[src/hdl/dbx_pkg.sv]
package dbx_pkg;
  // ********************************************************************
  // Command and address encodings
  // ********************************************************************
  // Command codes, taken as {ras_n, cas_n, we_n} with cs_n low
  localparam logic [2:0] CMD_LOAD_MODE = 3'h0;
  localparam logic [2:0] CMD_WRITE = 3'h4;
  localparam logic [2:0] CMD_READ = 3'h5;
  localparam logic [2:0] CMD_REFRESH = 3'h1;
  // Bank selects for the main and first extended register
  localparam logic [2:0] BANK_MAIN = 3'h0;
  localparam logic [2:0] BANK_EXT_ONE = 3'h1;
  localparam int ROW_W = 14;
  localparam int COL_W = 10;

  // ********************************************************************
  // Main register fields
  // ********************************************************************
  localparam int MAIN_BL_LSB = 0;
  localparam int MAIN_BT_BIT = 3;
  localparam logic [2:0] BL_CODE_4 = 3'h2;
  localparam logic [2:0] BL_CODE_8 = 3'h3;
  localparam logic [3:0] BEATS_4 = 4'h4;
  localparam logic [3:0] BEATS_8 = 4'h8;

  // ********************************************************************
  // First extended register fields
  // ********************************************************************
  localparam int EXT_DLL_BIT = 0;
  localparam int EXT_DRV_BIT = 1;
  localparam int EXT_RTT_LO_BIT = 2;
  localparam int EXT_AL_LSB = 3;
  localparam int EXT_RTT_HI_BIT = 6;
  localparam int EXT_CAL_LSB = 7;
  localparam int EXT_NSTB_BIT = 10;
  localparam int EXT_RSTB_BIT = 11;
  localparam int EXT_QOFF_BIT = 12;
  localparam logic [2:0] AL_RESERVED = 3'h7;
  localparam logic [2:0] CAL_EXIT = 3'h0;
  localparam logic [2:0] CAL_DEFAULT = 3'h7;

  // Termination selections
  typedef enum logic [1:0] {
    DBX_RTT_OFF = 2'h0,
    DBX_RTT_75 = 2'h1,
    DBX_RTT_150 = 2'h2,
    DBX_RTT_50 = 2'h3
  } dbx_rtt_t;

  // Decoded extended configuration
  typedef struct packed {
    logic dll_on;
    logic drive_reduced;
    dbx_rtt_t rtt;
    logic [2:0] added_latency;
    logic al_reserved;
    logic cal_default;
    logic cal_reserved;
    logic read_strobe_copy;
    logic strobe_n_float;
    logic outputs_off;
  } dbx_ext_cfg_t;

  // Command bus as sampled at a rising edge
  typedef struct packed {
    logic cs_n;
    logic ras_n;
    logic cas_n;
    logic we_n;
    logic [2:0] bank;
    logic [ROW_W-1:0] addr;
  } dbx_cmd_t;

  // Per-beat column output
  typedef struct packed {
    logic valid;
    logic is_write;
    logic [COL_W-1:0] col;
  } dbx_beat_t;
endpackage

[src/hdl/dbx_core.sv]
`timescale 1ns/1ps
// Operation
// Only four and eight beat bursts
// Main register A3 picks burst order
// Four-beat order: add or XOR start
// Eight sequential: nibble wrap, then flip A2
// Eight interleaved: start XOR beat
// Back-to-back bursts leave no gap
// Controller never cuts four-beat bursts
// Eight-beat: only same-direction interruption
// No burst-terminate command exists
// Load-mode with bank one writes extension
// Controller writes only when precharged, clock-enabled
// Controller waits config write cycle time
// Extension undefined until programmed
// Self refresh turns loop off, on
// Controller waits 200 cycles before read
// A0 zero enables the delay loop
// A1 selects full or reduced drive
// A5..A3 added latency, 111 reserved
// A6,A2 pick termination setting
// A11 read strobe copy, A10 floats complement
// A9..A7 calibration exit or default
// Controller rounds write recovery up
// A12 disables all output buffers
// Controller keeps read strobe off on x16
// Controller avoids reserved latency, calibration codes; the bench still loads them to probe the flags
module dbx_core (
  // Clock, reset, enable
  input wire logic clk,
  input wire logic rst,
  input wire logic ce,
  // Command bus from controller
  input wire dbx_pkg::dbx_cmd_t cmd,
  input wire logic cke,
  // Beat output
  output dbx_pkg::dbx_beat_t beat_out,
  // Decoded configuration
  output dbx_pkg::dbx_ext_cfg_t ext_cfg,
  output logic ext_valid,
  output logic dll_running,
  output logic seq_interleaved,
  output logic [3:0] burst_beat_count,
  output logic bl_bad
);
  import dbx_pkg::*;

  // ********************************************************************
  // Command decode
  // ********************************************************************
  logic [2:0] code;
  logic is_load;
  logic is_rd;
  logic is_wr;
  logic sr_entry;
  logic sr_exit;
  logic cke_prev_q;
  assign code = {cmd.ras_n, cmd.cas_n, cmd.we_n};
  assign is_load = cke && !cmd.cs_n && code == CMD_LOAD_MODE;
  assign is_rd = cke && !cmd.cs_n && code == CMD_READ;
  assign is_wr = cke && !cmd.cs_n && code == CMD_WRITE;
  // Refresh code with clock enable dropping enters self refresh
  assign sr_entry = cke_prev_q && !cke && !cmd.cs_n &&
                    code == CMD_REFRESH;
  assign sr_exit = !cke_prev_q && cke;

  // Previous clock enable; resets to the pin's idle high level so that
  // the first edge after reset does not look like a self refresh exit
  always_ff @(posedge clk) begin
    if (rst) begin
      cke_prev_q <= 1'b1;
    end else if (ce) begin
      cke_prev_q <= cke;
    end
  end

  // ********************************************************************
  // Main register burst fields
  // ********************************************************************
  logic [3:0] bl_q;
  logic bt_q;
  logic bl_bad_q;
  // Unknown length codes are flagged and the old length kept
  always_ff @(posedge clk) begin
    if (rst) begin
      bl_q <= BEATS_4;
      bt_q <= 1'b0;
      bl_bad_q <= 1'b0;
    end else if (ce && is_load && cmd.bank == BANK_MAIN) begin
      bt_q <= cmd.addr[MAIN_BT_BIT];
      if (cmd.addr[MAIN_BL_LSB +: 3] == BL_CODE_4) begin
        bl_q <= BEATS_4;
        bl_bad_q <= 1'b0;
      end else if (cmd.addr[MAIN_BL_LSB +: 3] == BL_CODE_8) begin
        bl_q <= BEATS_8;
        bl_bad_q <= 1'b0;
      end else begin
        bl_bad_q <= 1'b1;
      end
    end
  end

  // ********************************************************************
  // First extended register
  // ********************************************************************
  logic [ROW_W-1:0] ext_q;
  logic ext_valid_q;
  // Only bank select one with a load command lands here
  always_ff @(posedge clk) begin
    if (rst) begin
      ext_q <= '0;
      ext_valid_q <= 1'b0;
    end else if (ce && is_load && cmd.bank == BANK_EXT_ONE) begin
      ext_q <= cmd.addr;
      ext_valid_q <= 1'b1;
    end
  end

  // Field decode, registered so the outputs come from flops
  dbx_ext_cfg_t cfg_d;
  dbx_ext_cfg_t cfg_q;
  always_comb begin
    cfg_d.dll_on = !ext_q[EXT_DLL_BIT];
    cfg_d.drive_reduced = ext_q[EXT_DRV_BIT];
    cfg_d.rtt = dbx_rtt_t'({ext_q[EXT_RTT_HI_BIT],
                            ext_q[EXT_RTT_LO_BIT]});
    cfg_d.added_latency = ext_q[EXT_AL_LSB +: 3];
    cfg_d.al_reserved = ext_q[EXT_AL_LSB +: 3] == AL_RESERVED;
    cfg_d.cal_default = ext_q[EXT_CAL_LSB +: 3] == CAL_DEFAULT;
    cfg_d.cal_reserved = ext_q[EXT_CAL_LSB +: 3] != CAL_DEFAULT &&
                         ext_q[EXT_CAL_LSB +: 3] != CAL_EXIT;
    cfg_d.read_strobe_copy = ext_q[EXT_RSTB_BIT];
    cfg_d.strobe_n_float = ext_q[EXT_NSTB_BIT];
    cfg_d.outputs_off = ext_q[EXT_QOFF_BIT];
  end

  // Registered decode
  always_ff @(posedge clk) begin
    if (rst) begin
      cfg_q <= '0;
    end else if (ce) begin
      cfg_q <= cfg_d;
    end
  end

  // ********************************************************************
  // Delay loop state
  // ********************************************************************
  logic in_sr_q;
  logic dll_q;
  // Self refresh gates the loop regardless of the enable bit
  always_ff @(posedge clk) begin
    if (rst) begin
      in_sr_q <= 1'b0;
    end else if (ce) begin
      if (sr_entry) begin
        in_sr_q <= 1'b1;
      end else if (sr_exit) begin
        in_sr_q <= 1'b0;
      end
    end
  end

  // Running loop follows enable bit once the extension is written, unless in self refresh
  always_ff @(posedge clk) begin
    if (rst) begin
      dll_q <= 1'b0;
    end else if (ce) begin
      dll_q <= ext_valid_q && cfg_d.dll_on && !in_sr_q &&
               !sr_entry;
    end
  end

  // ********************************************************************
  // Burst engine
  // ********************************************************************
  typedef enum logic {DBX_IDLE, DBX_BURST} dbx_state_t;
  dbx_state_t state_q;
  logic [3:0] cnt_q;
  logic [2:0] start_q;
  logic [COL_W-1:0] base_q;
  logic dir_wr_q;
  logic last;
  logic accept;
  logic [2:0] off;
  dbx_beat_t beat_q;

  assign last = cnt_q == bl_q - 4'h1;
  // New command taken when idle, at the last beat (seamless), or as a
  // same-direction interruption of an eight-beat burst. Any other
  // command during a burst does not stop it: there is no terminate.
  always_comb begin
    accept = 1'b0;
    if (is_rd || is_wr) begin
      if (state_q == DBX_IDLE || last) begin
        accept = 1'b1;
      end else if (bl_q == BEATS_8 && dir_wr_q == is_wr) begin
        accept = 1'b1;
      end
    end
  end

  // Burst state and counters
  always_ff @(posedge clk) begin
    if (rst) begin
      state_q <= DBX_IDLE;
      cnt_q <= '0;
      start_q <= '0;
      base_q <= '0;
      dir_wr_q <= 1'b0;
    end else if (ce) begin
      case (state_q)
        DBX_IDLE: begin
          if (accept) begin
            state_q <= DBX_BURST;
          end
        end
        DBX_BURST: begin
          if (last && !accept) begin
            state_q <= DBX_IDLE;
          end
        end
        default: state_q <= DBX_IDLE;
      endcase
      if (accept) begin
        cnt_q <= '0;
        start_q <= cmd.addr[2:0];
        base_q <= cmd.addr[COL_W-1:0];
        dir_wr_q <= is_wr;
      end else if (state_q == DBX_BURST) begin
        cnt_q <= cnt_q + 4'h1;
      end
    end
  end

  dbx_order u_order (
    .start(start_q),
    .interleaved(bt_q),
    .eight(bl_q == BEATS_8),
    .beat(cnt_q[2:0]),
    .offset(off)
  );

  // Beat output register
  always_ff @(posedge clk) begin
    if (rst) begin
      beat_q <= '0;
    end else if (ce) begin
      beat_q.valid <= state_q == DBX_BURST;
      beat_q.is_write <= dir_wr_q;
      beat_q.col <= {base_q[COL_W-1:3], off};
    end
  end

  assign beat_out = beat_q;
  assign ext_cfg = cfg_q;
  assign ext_valid = ext_valid_q;
  assign dll_running = dll_q;
  assign seq_interleaved = bt_q;
  assign burst_beat_count = bl_q;
  assign bl_bad = bl_bad_q;

  // ********************************************************************
  // Checks
  // ********************************************************************
  a_len_legal: assert property (@(posedge clk) disable iff (rst)
    bl_q == BEATS_4 || bl_q == BEATS_8)
    else $error("burst length not four or eight");
  a_seq_wrap: assert property (@(posedge clk) disable iff (rst)
    ce && state_q == DBX_BURST && bl_q == BEATS_8 && !bt_q &&
    cnt_q == 4'h4 |-> off[2] != start_q[2])
    else $error("eight-beat sequential half not flipped");
  a_il_order: assert property (@(posedge clk) disable iff (rst)
    state_q == DBX_BURST && bl_q == BEATS_8 && bt_q |->
    off == (start_q ^ cnt_q[2:0]))
    else $error("interleaved offset wrong");
  a_four_keep: assert property (@(posedge clk) disable iff (rst)
    state_q == DBX_BURST && bl_q == BEATS_4 |-> off[2] == start_q[2])
    else $error("four-beat burst left its nibble");
  a_no_gap: assert property (@(posedge clk) disable iff (rst)
    ce && state_q == DBX_BURST && last && accept ##1 ce |=>
    beat_q.valid)
    else $error("gap between back-to-back bursts");
  a_no_cross: assert property (@(posedge clk) disable iff (rst)
    ce && state_q == DBX_BURST && !last && accept |->
    bl_q == BEATS_8 && dir_wr_q == is_wr)
    else $error("illegal interruption accepted");
  a_burst_run: assert property (@(posedge clk) disable iff (rst)
    ce && state_q == DBX_BURST && !last && !accept |=>
    state_q == DBX_BURST)
    else $error("burst ended early");
  a_ext_load: assert property (@(posedge clk) disable iff (rst)
    ce && is_load && cmd.bank == BANK_EXT_ONE |=>
    ext_q == $past(cmd.addr) && ext_valid_q)
    else $error("extended load not captured");
  a_sr_off: assert property (@(posedge clk) disable iff (rst)
    ce && sr_entry |=> !dll_q)
    else $error("delay loop still running in self refresh");
  a_dll_bit: assert property (@(posedge clk) disable iff (rst)
    ce && ext_q[EXT_DLL_BIT] |=> !dll_q)
    else $error("delay loop running while disabled");
  c_seamless: cover property (@(posedge clk) disable iff (rst)
    ce && state_q == DBX_BURST && last && accept);
  c_interrupt: cover property (@(posedge clk) disable iff (rst)
    ce && state_q == DBX_BURST && !last && accept);
  c_ext_write: cover property (@(posedge clk) disable iff (rst)
    ce && is_load && cmd.bank == BANK_EXT_ONE);
  c_sr_cycle: cover property (@(posedge clk) disable iff (rst)
    ce && sr_exit && in_sr_q);
endmodule

[src/hdl/dbx_order.sv]
`timescale 1ns/1ps
// Combinational column order for one beat of a burst
module dbx_order (
  // Burst setup
  input wire logic [2:0] start,
  input wire logic interleaved,
  input wire logic eight,
  // Beat index
  input wire logic [2:0] beat,
  // Resulting low column bits
  output logic [2:0] offset
);
  import dbx_pkg::*;

  // ********************************************************************
  // Ordering
  // ********************************************************************
  logic [1:0] low_seq;
  logic [2:0] seq8;
  // Sequential wraps inside a nibble, so only two bits count
  assign low_seq = start[1:0] + beat[1:0];
  always_comb begin
    seq8 = {start[2] ^ beat[2], low_seq};
    if (!eight) begin
      // Four-beat bursts keep A2 of the start
      offset = interleaved ? {start[2], start[1:0] ^ beat[1:0]} :
               {start[2], low_seq};
    end else if (interleaved) begin
      offset = start ^ beat;
    end else begin
      offset = seq8;
    end
  end
endmodule

[config.mk]
export PLATFORM = sky130hd
export DESIGN_NAME = dbx_core
export DESIGN_NICKNAME = d
export VERILOG_FILES = /design/src/hdl/dbx_pkg.sv /design/src/hdl/dbx_core.sv /design/src/hdl/dbx_order.sv
export SDC_FILE = /design/constraint.sdc
export NUM_CORES = 1
export LEC_CHECK = 0
export BUFFER_PORTS_ARGS = -buffer_cell sky130_fd_sc_hd__buf_4
export CORE_ASPECT_RATIO = 0.75
export CORE_UTILIZATION = 53
export CTS_BUF_LIST = sky130_fd_sc_hd__clkbuf_16
export DETAILED_ROUTE_END_ITERATION = 16
export PLACE_DENSITY = 0.8
export SETUP_SLACK_MARGIN = 0.02
export SYNTH_ARGS = -nofsm -noshare
export SYNTH_HDL_FRONTEND = slang
export SYNTH_SLANG_ARGS = --single-unit
[constraint.sdc]
create_clock -name clk -period 2.46 [get_ports clk]
set_clock_uncertainty 0.15 [all_clocks]
set_input_delay 0.738 -clock clk [delete_from_list [all_inputs] [get_ports clk]]
set_output_delay 0.738 -clock clk [all_outputs]
set_load 0.1 [all_outputs]
==> Yosys cells after proc, flatten, opt, wreduce, memory -nomap -nowiden <==
Index checks and enable logic that the tools add are counted.
{ "classes": {"addsub": 3, "n_eq_ne": 12, "mux": 17, "bitwise_logic": 4, "n_reduce_logical": 36} }
{ "op_table": {"columns": ["cell", "n"], "rows": [
  ["$logic_and A1 B1 Y1", 17],
  ["$mux W4", 4],
  ["$eq A3 B3 Y1 const B", 4],
  ["$mux W1", 9],
  ["$reduce_and A2 Y1", 4],
  ["$logic_not A1 Y1", 7],
  ["$eq A3 B1 Y1 const B", 2],
  ["$eq A3 B2 Y1 const B", 2],
  ["$logic_not A3 Y1", 2],
  ["$mux W3", 2],
  ["$reduce_bool A2 Y1", 3],
  ["$add A4 B1 Y4 const B", 1],
  ["$eq A4 B4 Y1", 1],
  ["$eq A4 B4 Y1 const B", 1],
  ["$sub A4 B1 Y4 const B", 1],
  ["$ne A3 B3 Y1 const B", 1],
  ["$reduce_bool A3 Y1", 1],
  ["$xor A3 B3 Y3", 1],
  ["$add A2 B2 Y2", 1],
  ["$logic_or A1 B1 Y1", 2],
  ["$mux W2", 1],
  ["$pmux W1 S2", 1],
  ["$xor A2 B2 Y2", 1],
  ["$eq A1 B1 Y1", 1],
  ["2 further kinds", 2]
]} }
{ "totals": {"register_bits": 67, "in_bits": 25, "out_inout_bits": 33, "elab_cells": 98} }

==> Depth between registers and ports, before layout <==
{ "depth": {"word_depth": 12, "ltp_mapped": 7, "ltp_nobuf": 6} }

==> By module <==
Synthesis repeated with hierarchy kept, for this count alone.
{ "unflattened": {"hier_cells": 264, "area_unflattened_um2": 2592.5} }
{ "by_module_without_submodules": {"columns": ["mod", "instances", "cells_per_inst", "area_each_um2", "seq_area_each_um2"], "rows": [
  ["dbx_core", 1, 258, 2543.7, 1241.2],
  ["dbx_order", 1, 6, 48.8, 0.0]
]} }

==> Worst setup path after synthesis <==
OpenSTA, ideal clock, no wires.
{ "synth_timing": {"kind": "register to register", "from": "register bl_q[2], in the netlist burst_beat_count[2]", "to": "register base_q[2]", "setup_time_ns": 0.072, "t_arrival_ns": 2.450, "required_ns": 2.238, "slack_ns": -0.212, "path_stages_with_launch": 8, "n_path_buf": 1, "period_less_slack_ns": 2.672, "path_cell_list": "dfxtp_1 -> inv_1 -> ha_1 -> xnor2_1 -> nand3_1 -> a31oi_1 -> buf_2 -> mux2i_1"} }
{ "synth_via": {"elab_chain_len": 6, "word_cells_on_any_way": 9, "cone_classes": "add/sub: 1; eq/ne: 2; mux: 3; reduce/logical: 3"} }
{ "synth_lines": {"columns": ["item", "line_no", "text"], "rows": [
  ["start: declaration", "dbx_core.sv:80", "logic [3:0] bl_q;"],
  ["start signal: assignment", "dbx_core.sv:86", "bl_q <= BEATS_4;"],
  ["start signal: assignment", "dbx_core.sv:92", "bl_q <= BEATS_4;"],
  ["start signal: assignment", "dbx_core.sv:95", "bl_q <= BEATS_8;"],
  ["$sub A4 B1 Y4 / $eq A4 B4 Y1 (equally long branches)", "dbx_core.sv:188, dbx_core.sv:197", null],
  ["$eq A4 B4 Y1 / $logic_and A1 B1 Y1 (equally long branches)", "dbx_core.sv:188, dbx_core.sv:197", null],
  ["$logic_or A1 B1 Y1 / $mux W1 (equally long branches)", "dbx_core.sv:195, dbx_core.sv:197", null],
  ["$mux W1 *", "dbx_core.sv:195", "if (state_q == DBX_IDLE || last) begin"],
  ["$mux W1 *", "dbx_core.sv:194", "if (is_rd || is_wr) begin"],
  ["$reduce_and A2 Y1 (no line) *", null, null],
  ["end signal: assignment", "dbx_core.sv:228", "base_q <= cmd.addr[COL_W-1:0];"],
  ["end: declaration", "dbx_core.sv:181", "logic [COL_W-1:0] base_q;"]
]} }
Mark *: on every way between the ends. The rest lies on a longest branch, timed or not.
A chain may end at the register's enable or synchronous reset.

==> Worst setup path in the final report <==
{ "layout_timing": {"from": "input port cmd[20] in the netlist's numbering", "to": "register ext_q[10]"} }
{ "layout_via": {"elab_chain_len": 5} }
{ "layout_lines": {"columns": ["item", "line_no", "text"], "rows": [
  ["start: declaration", "dbx_core.sv:34", "input wire dbx_pkg::dbx_cmd_t cmd,"],
  ["$logic_not A1 Y1", "dbx_core.sv:59", "assign is_load = cke && !cmd.cs_n && code == CMD_LOAD_MODE;"],
  ["$logic_and A1 B1 Y1 (2 in series)", "dbx_core.sv:59", null],
  ["$logic_and A1 B1 Y1 (2 in series)", "dbx_core.sv:113", "end else if (ce && is_load && cmd.bank == BANK_EXT_ONE) begin"],
  ["end signal: assignment", "dbx_core.sv:114", "ext_q <= cmd.addr;"],
  ["end: declaration", "dbx_core.sv:106", "logic [ROW_W-1:0] ext_q;"]
]} }
Every way passes these cells.

==> results.cfg <==
[floorplan]
die_width_um = 81.5
start_util_pct = 55.6
floorplan.die_area_mm2 = 0.00503
floorplan.core_area_mm2 = 0.00452
num_rows = 21
floorplan.io_pins = 58
die_height_um = 61.7

[cts]
cts-buffers-inserted = 9
clock_tree_from_tritoncts = built
clk_pin_slew_ps = 50
worst_skew_pair_latency_ps = 330
cts_max_path_bufs = 2
post_cts_resize_count = 0
ctsHtreeMaxLevel = 3
cts_root_buffer = sky130_fd_sc_hd__clkbuf_16
postCtsSetupBuffers = 0
postCtsHoldBufs = 0
clock_sinks = 62

[critical_path]
crit_path_end = ext_q[10]
critPathMaxFanout = 14
critPathKind = in -> reg
slowest_delay_ps = 680
cp_data_required_time_ps = 2510
crit_chain = buf_4 > or3_4 > or4b_4 > mux2i_1 > nor2_1
worstReg2RegEnd = base_q[7]
critPathSlowestCell = sky130_fd_sc_hd__or4b_4
start_kind = input pin
cp_data_arrival_time_ps = 2220
timing.critical_path.to_type = register
r2r_setup_slack_ps = 470
r2r.worst_path.cells = 7
critical_path_launch_point = cmd[20]
r2r_start = burst_beat_count[2]

[detailed_routing]
route.vias.total = 2034
antenna_left = 0
drtPass1Iterations = 4
route.detailed.vias_per_inst = 5.30
detail_route.wl_per_cell_um = 13.9
drt-initial-drc-count = 78
finalWirelength_mm = 5.34
remaining_design_rule_violation_count = 0

[finish]
layout.filler_cells = 347
post_route_cells_drive_above_1_share_pct = 25.4
final_util_pct = 72.0
finalInstanceArea_mm2 = 0.00325
nets = 350
flow.area_growth_from_synthesis_pct = 29.4
antenna_cells = 0

[outcome]
run_status = finished, final reports clean

[power]
power.share.combinational_pct = 6.5
internal_power_w = 0.00183
power_switching_share_pct = 22.3
power_density_mw_per_mm2 = 725
leakagePower_nw = 1.49
power.sequential.fraction_pct = 43.2
irDropWorstVdd_mv = 0.548
pwr-share-clk_pct = 50.4
net_switching_component_of_the_power_w = 0.000526

[yosys]
yosysMostFrequentCell = sky130_fd_sc_hd__dfxtp_1
synthDominantAreaCellType = sky130_fd_sc_hd__dfxtp_1
synth-warning-count = 0
syn_area_per_cell_um2 = 9.56
synth_top_area_share_pct = 49.4
synth_commonest_cells = 62 x sky130_fd_sc_hd__dfxtp_1, 45 x sky130_fd_sc_hd__mux2i_1, 39 x sky130_fd_sc_hd__nor2_1
mappedNetlistArea_mm2 = 0.00251
synth_edf_count = 0
ys_seq_elements = 62
async_flop_share_pct = 0
synthesis.instances = 263
synth_flop_cell = sky130_fd_sc_hd__dfxtp_1
yosysUniqueCellTypes = 42
yosys-top-cells-area = sky130_fd_sc_hd__dfxtp_1 49%, sky130_fd_sc_hd__mux2i_1 18%, sky130_fd_sc_hd__nor2_1 5.8%, sky130_fd_sc_hd__nand2_1 5.2%, sky130_fd_sc_hd__a21oi_1 2.4%
synth_seq_area_share_pct = 49.4

[sta]
setup_repair_after_global_routing_missed_its_margin = no
final-setup-viol-count = 0
final.min_clock_period_ps = 2170
final_max_slew_viol_count = 0
maxClockFrequency_mhz = 460
period_share_pct = 88.3
timing_hold_violations_final = 0

[placed_design]
detailed_place_hpwl_mm = 3.59
detailed_place.area_mm2 = 0.00297
number_of_buffers_inserted_by_port_buffering = 54
gp_routability_congestion = 0.807

[global_routing]
via_count_of_the_first_global_routing_pass = 1892
grt.total_usage_pct = 23.6
wire_length_of_the_first_global_routing_pass_mm = 8.56
global_route.overflow_total = 0
grt_start_max_net_pins = 40
antenna_found_initial = 0

[flow_run]
cap_viol_max_count = 0

[min_path]
timing.hold.worst.class = reg -> reg
==> cells in the final DEF (no fill, tap or decap), drive strengths merged, types with 2 or more instances in the layout <==
master,Yosys,layout
a31oi,2,2
inv,3,5
xor2,3,3
or3,3,3
o21ai,2,2
a21oi,12,12
ha,3,3
nor2,39,39
dfxtp,62,62
xnor2,3,3
nand4,2,2
buf,8,63
mux2i,45,45
nand3,6,6
clkbuf,8,9
clkinv,1,4
nor4,2,2
nand2,35,35
nand2b,2,2
nor3,5,5
conb,1,2
==> layout make-up <==
class / count / area, µm² / area share (%)
sequential: 62 / 1240 / 38.2
multi-input combinational: 182 / 1170 / 35.9
timing repair buffer: 63 / 473 / 14.5
clock buffer: 9 / 225 / 6.92
tap: 57 / 71.3 / 2.19
clock inverter: 7 / 57.6 / 1.77
inverter: 4 / 15.0 / 0.461
==> logic make-up after synthesis <==
logic type,count (synthesis),share of synthesized area [%]
and+or+nand+nor,102,18.7
DFF,62,49.4
muxes,45,17.9
AOI/OAI and AO/OA,24,6.02
buffers and inverters,20,4.33
xor gates and xnor gates,6,2.09
adders and majority gates,3,1.49
other,1,0.149
==> critical path: cells and delay by family <==
| kind | cells | cell delay, ps |
|---|---|---|
| buf+inv | 1 | 120 |
| mux | 1 | 230 |
| simple gates | 3 | 1130 |
==> how the worst min path moves through the flow <==
stage,startpoint,to,slack [ps],cells after the start
after floorplan,base_q[3],base_q[3],280,2
after global placement,base_q[5],base_q[5],300,2
after detailed placement,base_q[9],base_q[9],300,2
after CTS,base_q[9],base_q[9],310,2
after global routing,base_q[9],base_q[9],340,2
final,base_q[8],base_q[8],310,2
==> sequential cells by signal, summed over array words and instances (netlist names) <==
signal and count:
ext_valid 1, in_sr_q 1, base_q 8, state_q 1, dir_wr_q 1, seq_interleaved 1, ext_cfg 13, beat_out 12
cnt_q 4, dll_running 1, cke_prev_q 1, start_q 2, ext_q 13, burst_beat_count 2, bl_bad 1
==> stage by stage <==
stage | instances | setup TNS [ps] | hold slack, ps | power, W | worst slack (ps)
finish | 384 | 0 | 312 | 0.00236 | 288
global route | 384 | 0 | 335 | 0.00244 | 260
CTS | 384 | 0 | 315 | 0.00237 | 282
detailed placement | 368 | -49.0 | 305 | 0.00119 | -18.1
global placement | 368 | 0 | 297 | 0.00119 | 20.4
floorplan | 264 | 0 | 284 | 0.00113 | 93.8
==> routing by layer <==
layer  share of wire (%)  global-route usage, %  routed length, µm  up-vias
met4                0.88                   6.89                 47        0
met5                   0                      0                  0        -
met3                 5.6                   10.7                300        7
met1                  46                   27.3               2480      962
met2                  47                   39.9               2520       55
li1                    -                      -                  -     1010
==> power groups by stage <==
stage / clock, W / combinational (W) / sequential [W]
2_1_floorplan: 0 / 0.0000724 / 0.00106
3_5_place_dp: 0 / 0.000152 / 0.00104
3_3_place_gp: 0 / 0.000150 / 0.00104
5_1_grt: 0.00125 / 0.000163 / 0.00102
4_1_cts: 0.00120 / 0.000153 / 0.00102
6_report: 0.00119 / 0.000153 / 0.00102
Note: power is estimated with default switching activity, not from simulation.
